$ cat config.mk
export PLATFORM = sky130hd
export DESIGN_NAME = admr_mode_regs
export DESIGN_NICKNAME = d
export VERILOG_FILES = /design/src/design/admr_pkg.sv /design/src/design/admr_ctl_if.sv /design/src/design/admr_ctl_shifter.sv /design/src/design/admr_mode_regs.sv
export SDC_FILE = /design/constraint.sdc
export NUM_CORES = 1
export LEC_CHECK = 0
export BUFFER_PORTS_ARGS = -buffer_cell sky130_fd_sc_hd__clkbuf_2
export CORE_MARGIN = 3
export CORE_UTILIZATION = 60
export DETAILED_ROUTE_END_ITERATION = 10
export GPL_TIMING_DRIVEN = 0
export PLACE_DENSITY = 0.91
export SETUP_SLACK_MARGIN = 0.3
export SLEW_MARGIN = 20
export SYNTH_ARGS = -nofsm -noshare
export SYNTH_HDL_FRONTEND = slang
export SYNTH_SLANG_ARGS = --single-unit
export TNS_END_PERCENT = 10
$ cat constraint.sdc
create_clock -name ref_clk_i -period 4 [get_ports ref_clk_i]
set_input_delay 0 -clock ref_clk_i [delete_from_list [all_inputs] [get_ports ref_clk_i]]
set_output_delay 0 -clock ref_clk_i [all_outputs]
set_load 0.05 [all_outputs]
$ cat src/design/admr_pkg.sv
// Purpose: Shared constants for the audio DAC mode register bank.
// Assumes: 16-bit command words, register index in bits 14..8.
// Notes: Field positions are bit numbers inside the data byte.
package admr_pkg;
  localparam int CMD_W = 16;
  localparam int CMD_RW_BIT = 15;
  localparam int IDX_W = 7;
  localparam int NUM_CH = 2;
  localparam logic [4:0] CNT_HDR = 5'h08;
  localparam logic [4:0] CNT_FULL = 5'h10;
  // Register indices.
  localparam logic [6:0] IDX_LEFT_ATTEN = 7'h10;
  localparam logic [6:0] IDX_RIGHT_ATTEN = 7'h11;
  localparam logic [6:0] IDX_FMT_CTRL = 7'h12;
  localparam logic [6:0] IDX_CLK_FILT = 7'h13;
  localparam logic [6:0] IDX_SYS_MOD = 7'h14;
  localparam logic [6:0] IDX_ZERO_FLAG = 7'h15;
  // Reset values and attenuator and format code limits.
  localparam logic [7:0] ATTEN_RST = 8'hff;
  localparam logic [7:0] FMT_CTRL_RST = 8'h00;
  localparam logic [7:0] CLK_FILT_RST = 8'h00;
  localparam logic [7:0] SYS_MOD_RST = 8'h00;
  localparam logic [7:0] ATTEN_MIN_CODE = 8'h0f;
  localparam logic [7:0] ATTEN_MUTE_CODE = 8'h00;
  localparam logic [2:0] FMT_LAST_VALID = 3'h5;
  // Format and de-emphasis control fields.
  localparam int LOAD_BIT = 7;
  localparam int FMT_MSB = 6;
  localparam int FMT_LSB = 4;
  localparam int RATE_MSB = 3;
  localparam int RATE_LSB = 2;
  localparam int DEEMPH_BIT = 1;
  localparam int MUTE_BIT = 0;
  // Output clock and filter control fields.
  localparam int INV_BIT = 7;
  localparam int STEP_MSB = 6;
  localparam int STEP_LSB = 5;
  localparam int OUT_DIS_BIT = 4;
  localparam int CLK_HALF_BIT = 3;
  localparam int CLK_DIS_BIT = 2;
  localparam int ROLLOFF_BIT = 1;
  localparam int ZERO_MUTE_BIT = 0;
  // System and modulator control fields.
  localparam int ORDER_BIT = 7;
  localparam int SYS_RST_BIT = 6;
  localparam int REG_RST_BIT = 5;
  localparam int EXT_FILT_BIT = 4;
  localparam int MONAURAL_SELECT_BIT = 3;
  localparam int CH_PICK_BIT = 2;
  localparam int OSR_MSB = 1;
  localparam int OSR_LSB = 0;
  // Zero flag status fields.
  localparam int ZFR_BIT = 1;
  localparam int ZFL_BIT = 0;

  typedef enum logic [1:0] {
    ST_IDLE = 2'b00,
    ST_HDR = 2'b01,
    ST_DATA = 2'b10
  } admr_shift_state_type;
endpackage

$ cat src/design/admr_ctl_if.sv
// Purpose: Carries decoded register requests from the serial shifter.
// Assumes: Both ends run on ref_clk_i.
// Notes: rd_data answers combinationally from the register bank.
`timescale 1ns/1ps
`default_nettype none
interface admr_ctl_if;
  logic rd_req;
  logic wr_req;
  logic [6:0] index;
  logic [7:0] wr_data;
  logic [7:0] rd_data;
  modport ctl (output rd_req, output wr_req, output index, output wr_data,
    input rd_data);
  modport regs (input rd_req, input wr_req, input index, input wr_data,
    output rd_data);
endinterface
`default_nettype wire

$ cat src/design/admr_ctl_shifter.sv
// Purpose: Serial control port shifter, 16-bit command words MSB first.
// Assumes: Pins are asynchronous; sampled by two flip-flops first.
// Notes: Read data leaves on falling serial clock edges after bit 8.
`timescale 1ns/1ps
`default_nettype none
module admr_ctl_shifter
(
  input wire logic ref_clk_i,
  input wire logic rst_n_i,
  input wire logic ctl_sel_n_i,
  input wire logic ctl_clk_i,
  input wire logic ctl_data_i,
  output logic ctl_data_o,
  output logic ctl_data_oe_o,
  admr_ctl_if.ctl bus
);
  import admr_pkg::*;

  logic [2:0] sel_r;
  logic [2:0] sclk_r;
  logic [1:0] sdat_r;
  logic [15:0] shift_r;
  logic [4:0] cnt_r;
  logic [7:0] out_r;
  logic rw_r;
  logic rd_pend_r;
  admr_shift_state_type state_r;
  wire rise = sclk_r[1] & ~sclk_r[2];
  wire fall = ~sclk_r[1] & sclk_r[2];
  wire start = ~sel_r[1] & sel_r[2];
  wire stop = sel_r[1] & ~sel_r[2];
  wire [15:0] shift_nxt = {shift_r[14:0], sdat_r[1]};

  always_ff @(posedge ref_clk_i)
  begin
    sel_r <= {sel_r[1:0], ctl_sel_n_i};
    sclk_r <= {sclk_r[1:0], ctl_clk_i};
    sdat_r <= {sdat_r[0], ctl_data_i};
  end

  always_ff @(posedge ref_clk_i)
  begin
    if (!rst_n_i)
    begin
      state_r <= ST_IDLE;
      shift_r <= 16'h0000;
      cnt_r <= 5'h00;
      out_r <= 8'h00;
      rw_r <= 1'b0;
      rd_pend_r <= 1'b0;
      bus.rd_req <= 1'b0;
      bus.wr_req <= 1'b0;
      bus.index <= 7'h00;
      bus.wr_data <= 8'h00;
      ctl_data_o <= 1'b0;
      ctl_data_oe_o <= 1'b0;
    end
    else
    begin
      bus.rd_req <= 1'b0;
      bus.wr_req <= 1'b0;
      rd_pend_r <= bus.rd_req;
      if (rd_pend_r)
        out_r <= bus.rd_data;
      case (state_r)
        ST_IDLE:
        begin
          cnt_r <= 5'h00;
          if (start)
            state_r <= ST_HDR;
        end
        ST_HDR:
        begin
          if (rise)
          begin
            shift_r <= shift_nxt;
            cnt_r <= cnt_r + 5'h01;
            if (cnt_r + 5'h01 == CNT_HDR)
            begin
              // Top bit high asks for a read, low for a write.
              rw_r <= shift_nxt[CMD_RW_BIT - 8];
              bus.index <= shift_nxt[IDX_W-1:0];
              bus.rd_req <= shift_nxt[CMD_RW_BIT - 8];
              state_r <= ST_DATA;
            end
          end
        end
        ST_DATA:
        begin
          if (rise && cnt_r != CNT_FULL)
          begin
            shift_r <= shift_nxt;
            cnt_r <= cnt_r + 5'h01;
          end
          if (fall && rw_r)
          begin
            ctl_data_oe_o <= 1'b1;
            ctl_data_o <= out_r[7];
            out_r <= {out_r[6:0], 1'b0};
          end
        end
        default: state_r <= ST_IDLE;
      endcase
      if (stop)
      begin
        // A write counts only when all sixteen bits arrived.
        if (state_r == ST_DATA && !rw_r && cnt_r == CNT_FULL)
        begin
          bus.wr_req <= 1'b1;
          bus.wr_data <= shift_r[7:0];
        end
        state_r <= ST_IDLE;
        ctl_data_oe_o <= 1'b0;
      end
    end
  end
endmodule // admr_ctl_shifter
`default_nettype wire

$ cat src/design/admr_mode_regs.sv
// Purpose: Mode control register bank of a stereo audio DAC.
// Assumes: A host drives the serial control port; lrck_i is the frame clock.
// Notes: Attenuators ramp one code per interval toward their goal.
`timescale 1ns/1ps
`default_nettype none
module admr_mode_regs
(
  input wire logic ref_clk_i,
  input wire logic rst_n_i,
  input wire logic ctl_sel_n_i,
  input wire logic ctl_clk_i,
  input wire logic ctl_data_i,
  output logic ctl_data_o,
  output logic ctl_data_oe_o,
  input wire logic lrck_i,
  input wire logic dsd_mode_i,
  input wire logic left_zero_flag_i,
  input wire logic right_zero_flag_i,
  output logic [7:0] left_level_o,
  output logic [7:0] right_level_o,
  output logic left_mute_o,
  output logic right_mute_o,
  output logic [2:0] audio_format_select_o,
  output logic format_reserved_o,
  output logic [2:0] ext_filter_cfg_o,
  output logic deemph_enable_o,
  output logic [1:0] deemph_rate_select_o,
  output logic [1:0] fir_response_o,
  output logic soft_mute_o,
  output logic output_phase_invert_o,
  output logic [1:0] atten_step_rate_o,
  output logic dac_output_disable_o,
  output logic clock_out_halve_o,
  output logic clock_out_disable_o,
  output logic filter_rolloff_select_o,
  output logic zero_detect_mute_enable_o,
  output logic modulator_order_select_o,
  output logic system_soft_reset_o,
  output logic mode_regs_reset_o,
  output logic ext_filter_mode_o,
  output logic monaural_select_o,
  output logic monaural_select_channel_pick_o,
  output logic [1:0] oversample_rate_select_o
);
  import admr_pkg::*;

  // ---------------------------------------------------------------
  // Helpers
  // ---------------------------------------------------------------
  // Codes below the minimum are full mute.
  function automatic logic is_mute_code(input logic [7:0] code);
    is_mute_code = (code < ATTEN_MIN_CODE);
  endfunction

  function automatic logic [2:0] step_mask(input logic [1:0] rate);
    case (rate)
      2'b00: step_mask = 3'h0;
      2'b01: step_mask = 3'h1;
      2'b10: step_mask = 3'h3;
      default: step_mask = 3'h7;
    endcase
  endfunction

  // ---------------------------------------------------------------
  // Serial port
  // ---------------------------------------------------------------
  admr_ctl_if bus ();

  admr_ctl_shifter u_shifter
  (
    .ref_clk_i(ref_clk_i),
    .rst_n_i(rst_n_i),
    .ctl_sel_n_i(ctl_sel_n_i),
    .ctl_clk_i(ctl_clk_i),
    .ctl_data_i(ctl_data_i),
    .ctl_data_o(ctl_data_o),
    .ctl_data_oe_o(ctl_data_oe_o),
    .bus(bus)
  );

  // ---------------------------------------------------------------
  // Pin synchronisers
  // ---------------------------------------------------------------
  logic [2:0] lrck_r;
  logic [1:0] dsd_r;

  always_ff @(posedge ref_clk_i)
  begin
    lrck_r <= {lrck_r[1:0], lrck_i};
    dsd_r <= {dsd_r[0], dsd_mode_i};
  end

  wire lrck_rise = lrck_r[1] & ~lrck_r[2];
  wire dsd_mode = dsd_r[1];

  // ---------------------------------------------------------------
  // Register storage
  // ---------------------------------------------------------------
  logic [7:0] code_r [NUM_CH];
  logic [7:0] target_r [NUM_CH];
  logic [7:0] applied_r [NUM_CH];
  logic [7:0] fmt_ctrl_r;
  logic [7:0] clk_filt_r;
  logic [7:0] sys_mod_r;
  logic [2:0] step_cnt_r;

  wire wr_fmt = bus.wr_req && bus.index == IDX_FMT_CTRL;
  wire wr_clk = bus.wr_req && bus.index == IDX_CLK_FILT;
  wire wr_sys = bus.wr_req && bus.index == IDX_SYS_MOD;
  wire load_en = fmt_ctrl_r[LOAD_BIT];
  wire soft_mute = fmt_ctrl_r[MUTE_BIT];
  wire [2:0] fmt = fmt_ctrl_r[FMT_MSB:FMT_LSB];
  wire [1:0] rate_sel = fmt_ctrl_r[RATE_MSB:RATE_LSB];
  wire deemph_bit = fmt_ctrl_r[DEEMPH_BIT];
  wire ext_mode = sys_mod_r[EXT_FILT_BIT];
  wire [1:0] step_rate = clk_filt_r[STEP_MSB:STEP_LSB];
  wire [2:0] mask = step_mask(step_rate);
  wire step_tick = lrck_rise && ((step_cnt_r & mask) == mask);
  wire [6:0] ch_index [NUM_CH];

  assign ch_index[0] = IDX_LEFT_ATTEN;
  assign ch_index[1] = IDX_RIGHT_ATTEN;

  always_ff @(posedge ref_clk_i)
  begin
    if (!rst_n_i)
    begin
      fmt_ctrl_r <= FMT_CTRL_RST;
      clk_filt_r <= CLK_FILT_RST;
      sys_mod_r <= SYS_MOD_RST;
    end
    else
    begin
      if (wr_fmt)
        fmt_ctrl_r <= bus.wr_data;
      if (wr_clk)
        clk_filt_r <= bus.wr_data;
      if (wr_sys)
        sys_mod_r <= bus.wr_data;
    end
  end

  // The interval counter only advances on rising frame clock edges.
  always_ff @(posedge ref_clk_i)
  begin
    if (!rst_n_i)
      step_cnt_r <= 3'h0;
    else if (lrck_rise)
      step_cnt_r <= step_cnt_r + 3'h1;
  end

  // ---------------------------------------------------------------
  // Per-channel attenuators
  // ---------------------------------------------------------------
  genvar ch;
  generate
    for (ch = 0; ch < NUM_CH; ch++)
    begin : g_ch
      wire wr_code = bus.wr_req && bus.index == ch_index[ch];
      // Soft mute overrides the loaded target for both channels.
      wire [7:0] goal = soft_mute ? ATTEN_MUTE_CODE : target_r[ch];

      always_ff @(posedge ref_clk_i)
      begin
        if (!rst_n_i)
        begin
          code_r[ch] <= ATTEN_RST;
          target_r[ch] <= ATTEN_RST;
          applied_r[ch] <= ATTEN_RST;
        end
        else
        begin
          if (wr_code)
            code_r[ch] <= bus.wr_data;
          // The shared load gate decides whether a new code counts.
          if (wr_code && load_en)
            target_r[ch] <= bus.wr_data;
          // Stepping one code at a time avoids zipper noise on changes.
          if (step_tick && applied_r[ch] < goal)
            applied_r[ch] <= applied_r[ch] + 8'h01;
          else if (step_tick && applied_r[ch] > goal)
            applied_r[ch] <= applied_r[ch] - 8'h01;
        end
      end
    end
  endgenerate

  // ---------------------------------------------------------------
  // Read-back
  // ---------------------------------------------------------------
  // The factory test bits read as zero and carry no meaning.
  wire [7:0] zero_status = {6'h00, right_zero_flag_i, left_zero_flag_i};

  always_comb
  begin
    case (bus.index)
      IDX_LEFT_ATTEN: bus.rd_data = code_r[0];
      IDX_RIGHT_ATTEN: bus.rd_data = code_r[1];
      IDX_FMT_CTRL: bus.rd_data = fmt_ctrl_r;
      IDX_CLK_FILT: bus.rd_data = clk_filt_r;
      IDX_SYS_MOD: bus.rd_data = sys_mod_r;
      IDX_ZERO_FLAG: bus.rd_data = zero_status;
      default: bus.rd_data = 8'h00;
    endcase
  end

  // ---------------------------------------------------------------
  // Decoded mode outputs
  // ---------------------------------------------------------------
  wire fmt_rsv = fmt > FMT_LAST_VALID;
  wire [2:0] fmt_out = ext_mode ? 3'h0 : fmt;
  wire [2:0] ext_cfg = ext_mode ? fmt : 3'h0;
  // DSD mode relies on the host keeping the enable set.
  wire deemph_on = deemph_bit && !dsd_mode;
  wire [1:0] rate_out = deemph_on ? rate_sel : 2'b00;
  wire [1:0] fir_out = (dsd_mode && deemph_bit) ? rate_sel : 2'b00;

  always_ff @(posedge ref_clk_i)
  begin
    if (!rst_n_i)
    begin
      left_level_o <= ATTEN_RST;
      right_level_o <= ATTEN_RST;
      left_mute_o <= 1'b0;
      right_mute_o <= 1'b0;
      audio_format_select_o <= 3'h0;
      format_reserved_o <= 1'b0;
      ext_filter_cfg_o <= 3'h0;
      deemph_enable_o <= 1'b0;
      deemph_rate_select_o <= 2'b00;
      fir_response_o <= 2'b00;
      soft_mute_o <= 1'b0;
    end
    else
    begin
      left_level_o <= applied_r[0];
      right_level_o <= applied_r[1];
      left_mute_o <= is_mute_code(applied_r[0]);
      right_mute_o <= is_mute_code(applied_r[1]);
      audio_format_select_o <= fmt_out;
      format_reserved_o <= fmt_rsv && !ext_mode;
      ext_filter_cfg_o <= ext_cfg;
      deemph_enable_o <= deemph_on;
      deemph_rate_select_o <= rate_out;
      fir_response_o <= fir_out;
      soft_mute_o <= soft_mute;
    end
  end

  always_ff @(posedge ref_clk_i)
  begin
    if (!rst_n_i)
    begin
      output_phase_invert_o <= 1'b0;
      atten_step_rate_o <= 2'b00;
      dac_output_disable_o <= 1'b0;
      clock_out_halve_o <= 1'b0;
      clock_out_disable_o <= 1'b0;
      filter_rolloff_select_o <= 1'b0;
      zero_detect_mute_enable_o <= 1'b0;
      modulator_order_select_o <= 1'b0;
      system_soft_reset_o <= 1'b0;
      mode_regs_reset_o <= 1'b0;
      ext_filter_mode_o <= 1'b0;
      monaural_select_o <= 1'b0;
      monaural_select_channel_pick_o <= 1'b0;
      oversample_rate_select_o <= 2'b00;
    end
    else
    begin
      output_phase_invert_o <= clk_filt_r[INV_BIT];
      atten_step_rate_o <= step_rate;
      dac_output_disable_o <= clk_filt_r[OUT_DIS_BIT];
      clock_out_halve_o <= clk_filt_r[CLK_HALF_BIT];
      clock_out_disable_o <= clk_filt_r[CLK_DIS_BIT];
      filter_rolloff_select_o <= clk_filt_r[ROLLOFF_BIT];
      zero_detect_mute_enable_o <= clk_filt_r[ZERO_MUTE_BIT];
      modulator_order_select_o <= sys_mod_r[ORDER_BIT];
      system_soft_reset_o <= sys_mod_r[SYS_RST_BIT];
      mode_regs_reset_o <= sys_mod_r[REG_RST_BIT];
      ext_filter_mode_o <= ext_mode;
      monaural_select_o <= sys_mod_r[MONAURAL_SELECT_BIT];
      monaural_select_channel_pick_o <= sys_mod_r[CH_PICK_BIT];
      oversample_rate_select_o <= sys_mod_r[OSR_MSB:OSR_LSB];
    end
  end
endmodule // admr_mode_regs
`default_nettype wire

==> flow_summary.json <==
{
  "cts_sinks": 179,
  "port-buffer-count": 57,
  "yosys.area_share.simple_pct": 19.0,
  "grt_pass1_vias": 5869,
  "grt_start_max_net_pins": 17,
  "die_area_mm2": 0.0140,
  "yosysWarnings": 0,
  "cts_buffer_depth": 2,
  "cts_buffers": 17,
  "clockRootBuffer": "clkbuf_16",
  "synth_edf_count": 48,
  "fp.dieW_um": 118,
  "final_cell_mix": "dfxtp_1, nor2_1, mux2i_1",
  "synth_cell_types": 62,
  "via_per_inst": 5.96,
  "synth_mux_area_share_pct": 9.27,
  "htreeDepth": 4,
  "ys_async_sr_fraction_pct": 0,
  "ys.flop_type": "dfxtp_1",
  "clkLatencyLatePin_ns": 0.44,
  "std_cell_rows": 40,
  "die_h_um": 118,
  "synth_top_family_by_area": "simple AND/OR/NAND/NOR gates",
  "synth_area_mm2": 0.00759,
  "clk_pin_slew_worst_paths_ns": 0.06,
  "start_kind": "flip-flop",
  "powerDensity_mw_per_mm2": 424,
  "dr_total_vias": 5833,
  "synthAdderAreaFrac_pct": 5.21,
  "post-route-period-util_pct": 92.1,
  "syn_avg_cell_area_um2": 10.6,
  "start_util_pct": 62.4,
  "p_total_w": 0.00374,
  "hold_viol": 0,
  "setup_violations": 0,
  "synth-seq-cells": 179,
  "area_growth_pct": 16.4,
  "gpl.final_weighted_congestion": 0.914,
  "drive_gt1_share_pct": 17.1,
  "synth_compound_area_share_pct": 8.77,
  "hpwl_um": 12400,
  "dp_slack_ns": -0.286,
  "grt_pass1_wl_um": 29100,
  "fin_crit_ns": 3.68,
  "cp-end-kind": "flip-flop",
  "cts_tree": "yes",
  "synth-xor-area-share_pct": 0.924,
  "io_pins": 58,
  "fmax_mhz": 272,
  "peakVddDrop_uv": 339,
  "final_cells": 979,
  "drc": 0,
  "nets": 839,
  "routedWlPerCell_um": 18.6,
  "p_leak_nw": 3.53,
  "critPathSlowestCell": "o41ai_2",
  "ys_seq_area_share_pct": 53.6,
  "drt-initial-drc-count": 603,
  "status": "complete, no violations",
  "worst_clock_skew_ns": 0.0129,
  "final_common_cell": "dfxtp_1",
  "globalRouteOverflowTotal": 0,
  "seq_area_mm2": 0.00406,
  "path_max_fanout": 10,
  "rsz0062_at_grt": "false",
  "synth_cells": 716,
  "drtAntennaViolNets": 0,
  "wirelength_um": 18200,
  "hold_path_class": "input pin to flip-flop",
  "antenna_found_initial": 0,
  "drt_pass1_iterations": 7,
  "num_antenna_cells": 0,
  "maxCapViolations": 0,
  "fin_ws_ns": 0.317,
  "cpPeakStageDelay_ns": 0.43,
  "core_region_area_mm2": 0.0122,
  "crit_chain": "clkbuf_4 -> buf_4 -> nand2b_1 -> ha_1 -> nand4_1 -> o21a_1 -> nor3_4 -> ha_1 -> nand3_1 -> o211ai_1 -> o41ai_2 -> xor2_1 -> mux2i_1",
  "synth_nets": 756,
  "arrival_ns": 3.86,
  "worst_pin_slew_ns": 1.06,
  "crit_top_cell": "ha_1",
  "crit_type": "flip-flop to flip-flop",
  "fillCellCount": 811,
  "drv_slew": 0,
  "worst-endpoint-required_ns": 4.18,
  "multi_input_area_mm2": 0.00336,
  "grt.total_usage_pct": 26.4,
  "slew_headroom_pct": 28.4,
  "dp_cells": 941
}
[cells by family after synthesis]
group / Yosys count
and+or+nand+nor: 274
DFF: 179
AOI/OAI and AO/OA: 102
muxes: 64
buffers and inverters: 58
adders and majority gates: 31
xor gates and xnor gates: 8
[registers in the layout, summed over array words and instances, names as in the netlist, 5 cells and up]
signal / cells
u_shifter.bus.index: 7
fmt_ctrl_r: 8
left_level_o: 8
applied_r: 16
u_shifter.cnt_r: 5
target_r: 16
code_r: 16
sys_mod_r: 8
u_shifter.bus.wr_data: 8
u_shifter.out_r: 8
clk_filt_r: 8
u_shifter.shift_r: 8
right_level_o: 8
[cells in the mapped netlist (8+ instances only)]
cell      instances  area share [%]
a21oi_1          37             2.4
a22oi_1           9            0.89
and2_1           28             2.3
clkbuf_1         22             1.1
dfxtp_1         131              35
edfxtp_1         48              19
ha_1             30             4.9
inv_1            25             1.2
mux2i_1          59             7.8
nand2_1          34             1.7
nand2b_1         29             2.4
nand3_1          14            0.92
nor2_1           79             3.9
nor3_1           11            0.73
o211ai_1          8            0.79
o21ai_0          14            0.92
or2_2            16             1.3
or3_1            21             1.7
[cell type report]
class                           instances  share of cell area [%]
Multi-Input combinational cell        479                    38.1
Tap cell                              168                    2.38
Timing Repair Buffer                   64                    4.00
Buffer                                 33                    1.77
Clock inverter                          5                   0.411
Clock buffer                           26                    6.26
Sequential cell                       179                    46.0
Inverter                               25                    1.06
[worst paths after layout]
kind                         startpoint                       endpoint  slack [ns]  depth (start not counted)
min reg2reg           lrck_r[0]$_DFF_P_              lrck_r[1]$_DFF_P_        0.33                          0
min                          ctl_data_i    u_shifter.sdat_r[0]$_DFF_P_        0.20                          2
max reg2reg  fmt_ctrl_r[0]$_SDFFE_PN0P_  applied_r[1][7]$_SDFFCE_PN1P_        0.32                         13
max          fmt_ctrl_r[0]$_SDFFE_PN0P_  applied_r[1][7]$_SDFFCE_PN1P_        0.32                         13
[worst max-delay path: cells and delay by family, from the launching register on]
family | cells | cell delay, ns
AOI/OAI and AO/OA | 3 | 0.85
DFF | 1 | 0.31
buffers and inverters | 2 | 0.35
and+or+nand+nor | 4 | 0.89
xor gates and xnor gates | 1 | 0.22
adders and majority gates | 2 | 0.71
muxes | 1 | 0.09
[power by group]
group          total (W)  switching (W)  leakage [nW]  internal (W)
Clock            0.00162       0.000667         0.292      0.000955
Sequential       0.00190      0.0000171          1.41       0.00188
Combinational   0.000223       0.000145          1.83     0.0000785
[through the flow]
step / area, um2 / util [%] / TNS, ns / hold WS (ns)
3_3_place_gp: 8080 / 66.5 / -0.0829 / 0.104
6_report: 8830 / 72.6 / 0 / 0.195
4_1_cts: 8750 / 72.0 / 0 / 0.190
3_5_place_dp: 8080 / 66.5 / -0.422 / 0.104
5_1_grt: 8830 / 72.6 / 0 / 0.206
2_1_floorplan: 7590 / - / 0 / 0.0277
[routing by layer]
layer  share of wire [%]  vias up  GRT usage, %
met1                  38     2820          29.2
met5                   0        -             0
li1                    -     2695             -
met3                 6.1       66          6.22
met2                  52      252          46.9
met4                 3.8        0          14.0
[what timing repair did]
action                                  CTS  global route
setup buffers                             0             1
endpoints found under the setup margin    5             3
resized for setup                         5            14
pin swaps                                 0             6
hold buffers                              6             0
endpoints found under the hold margin     6             0
(Power assumes the default switching activity.)
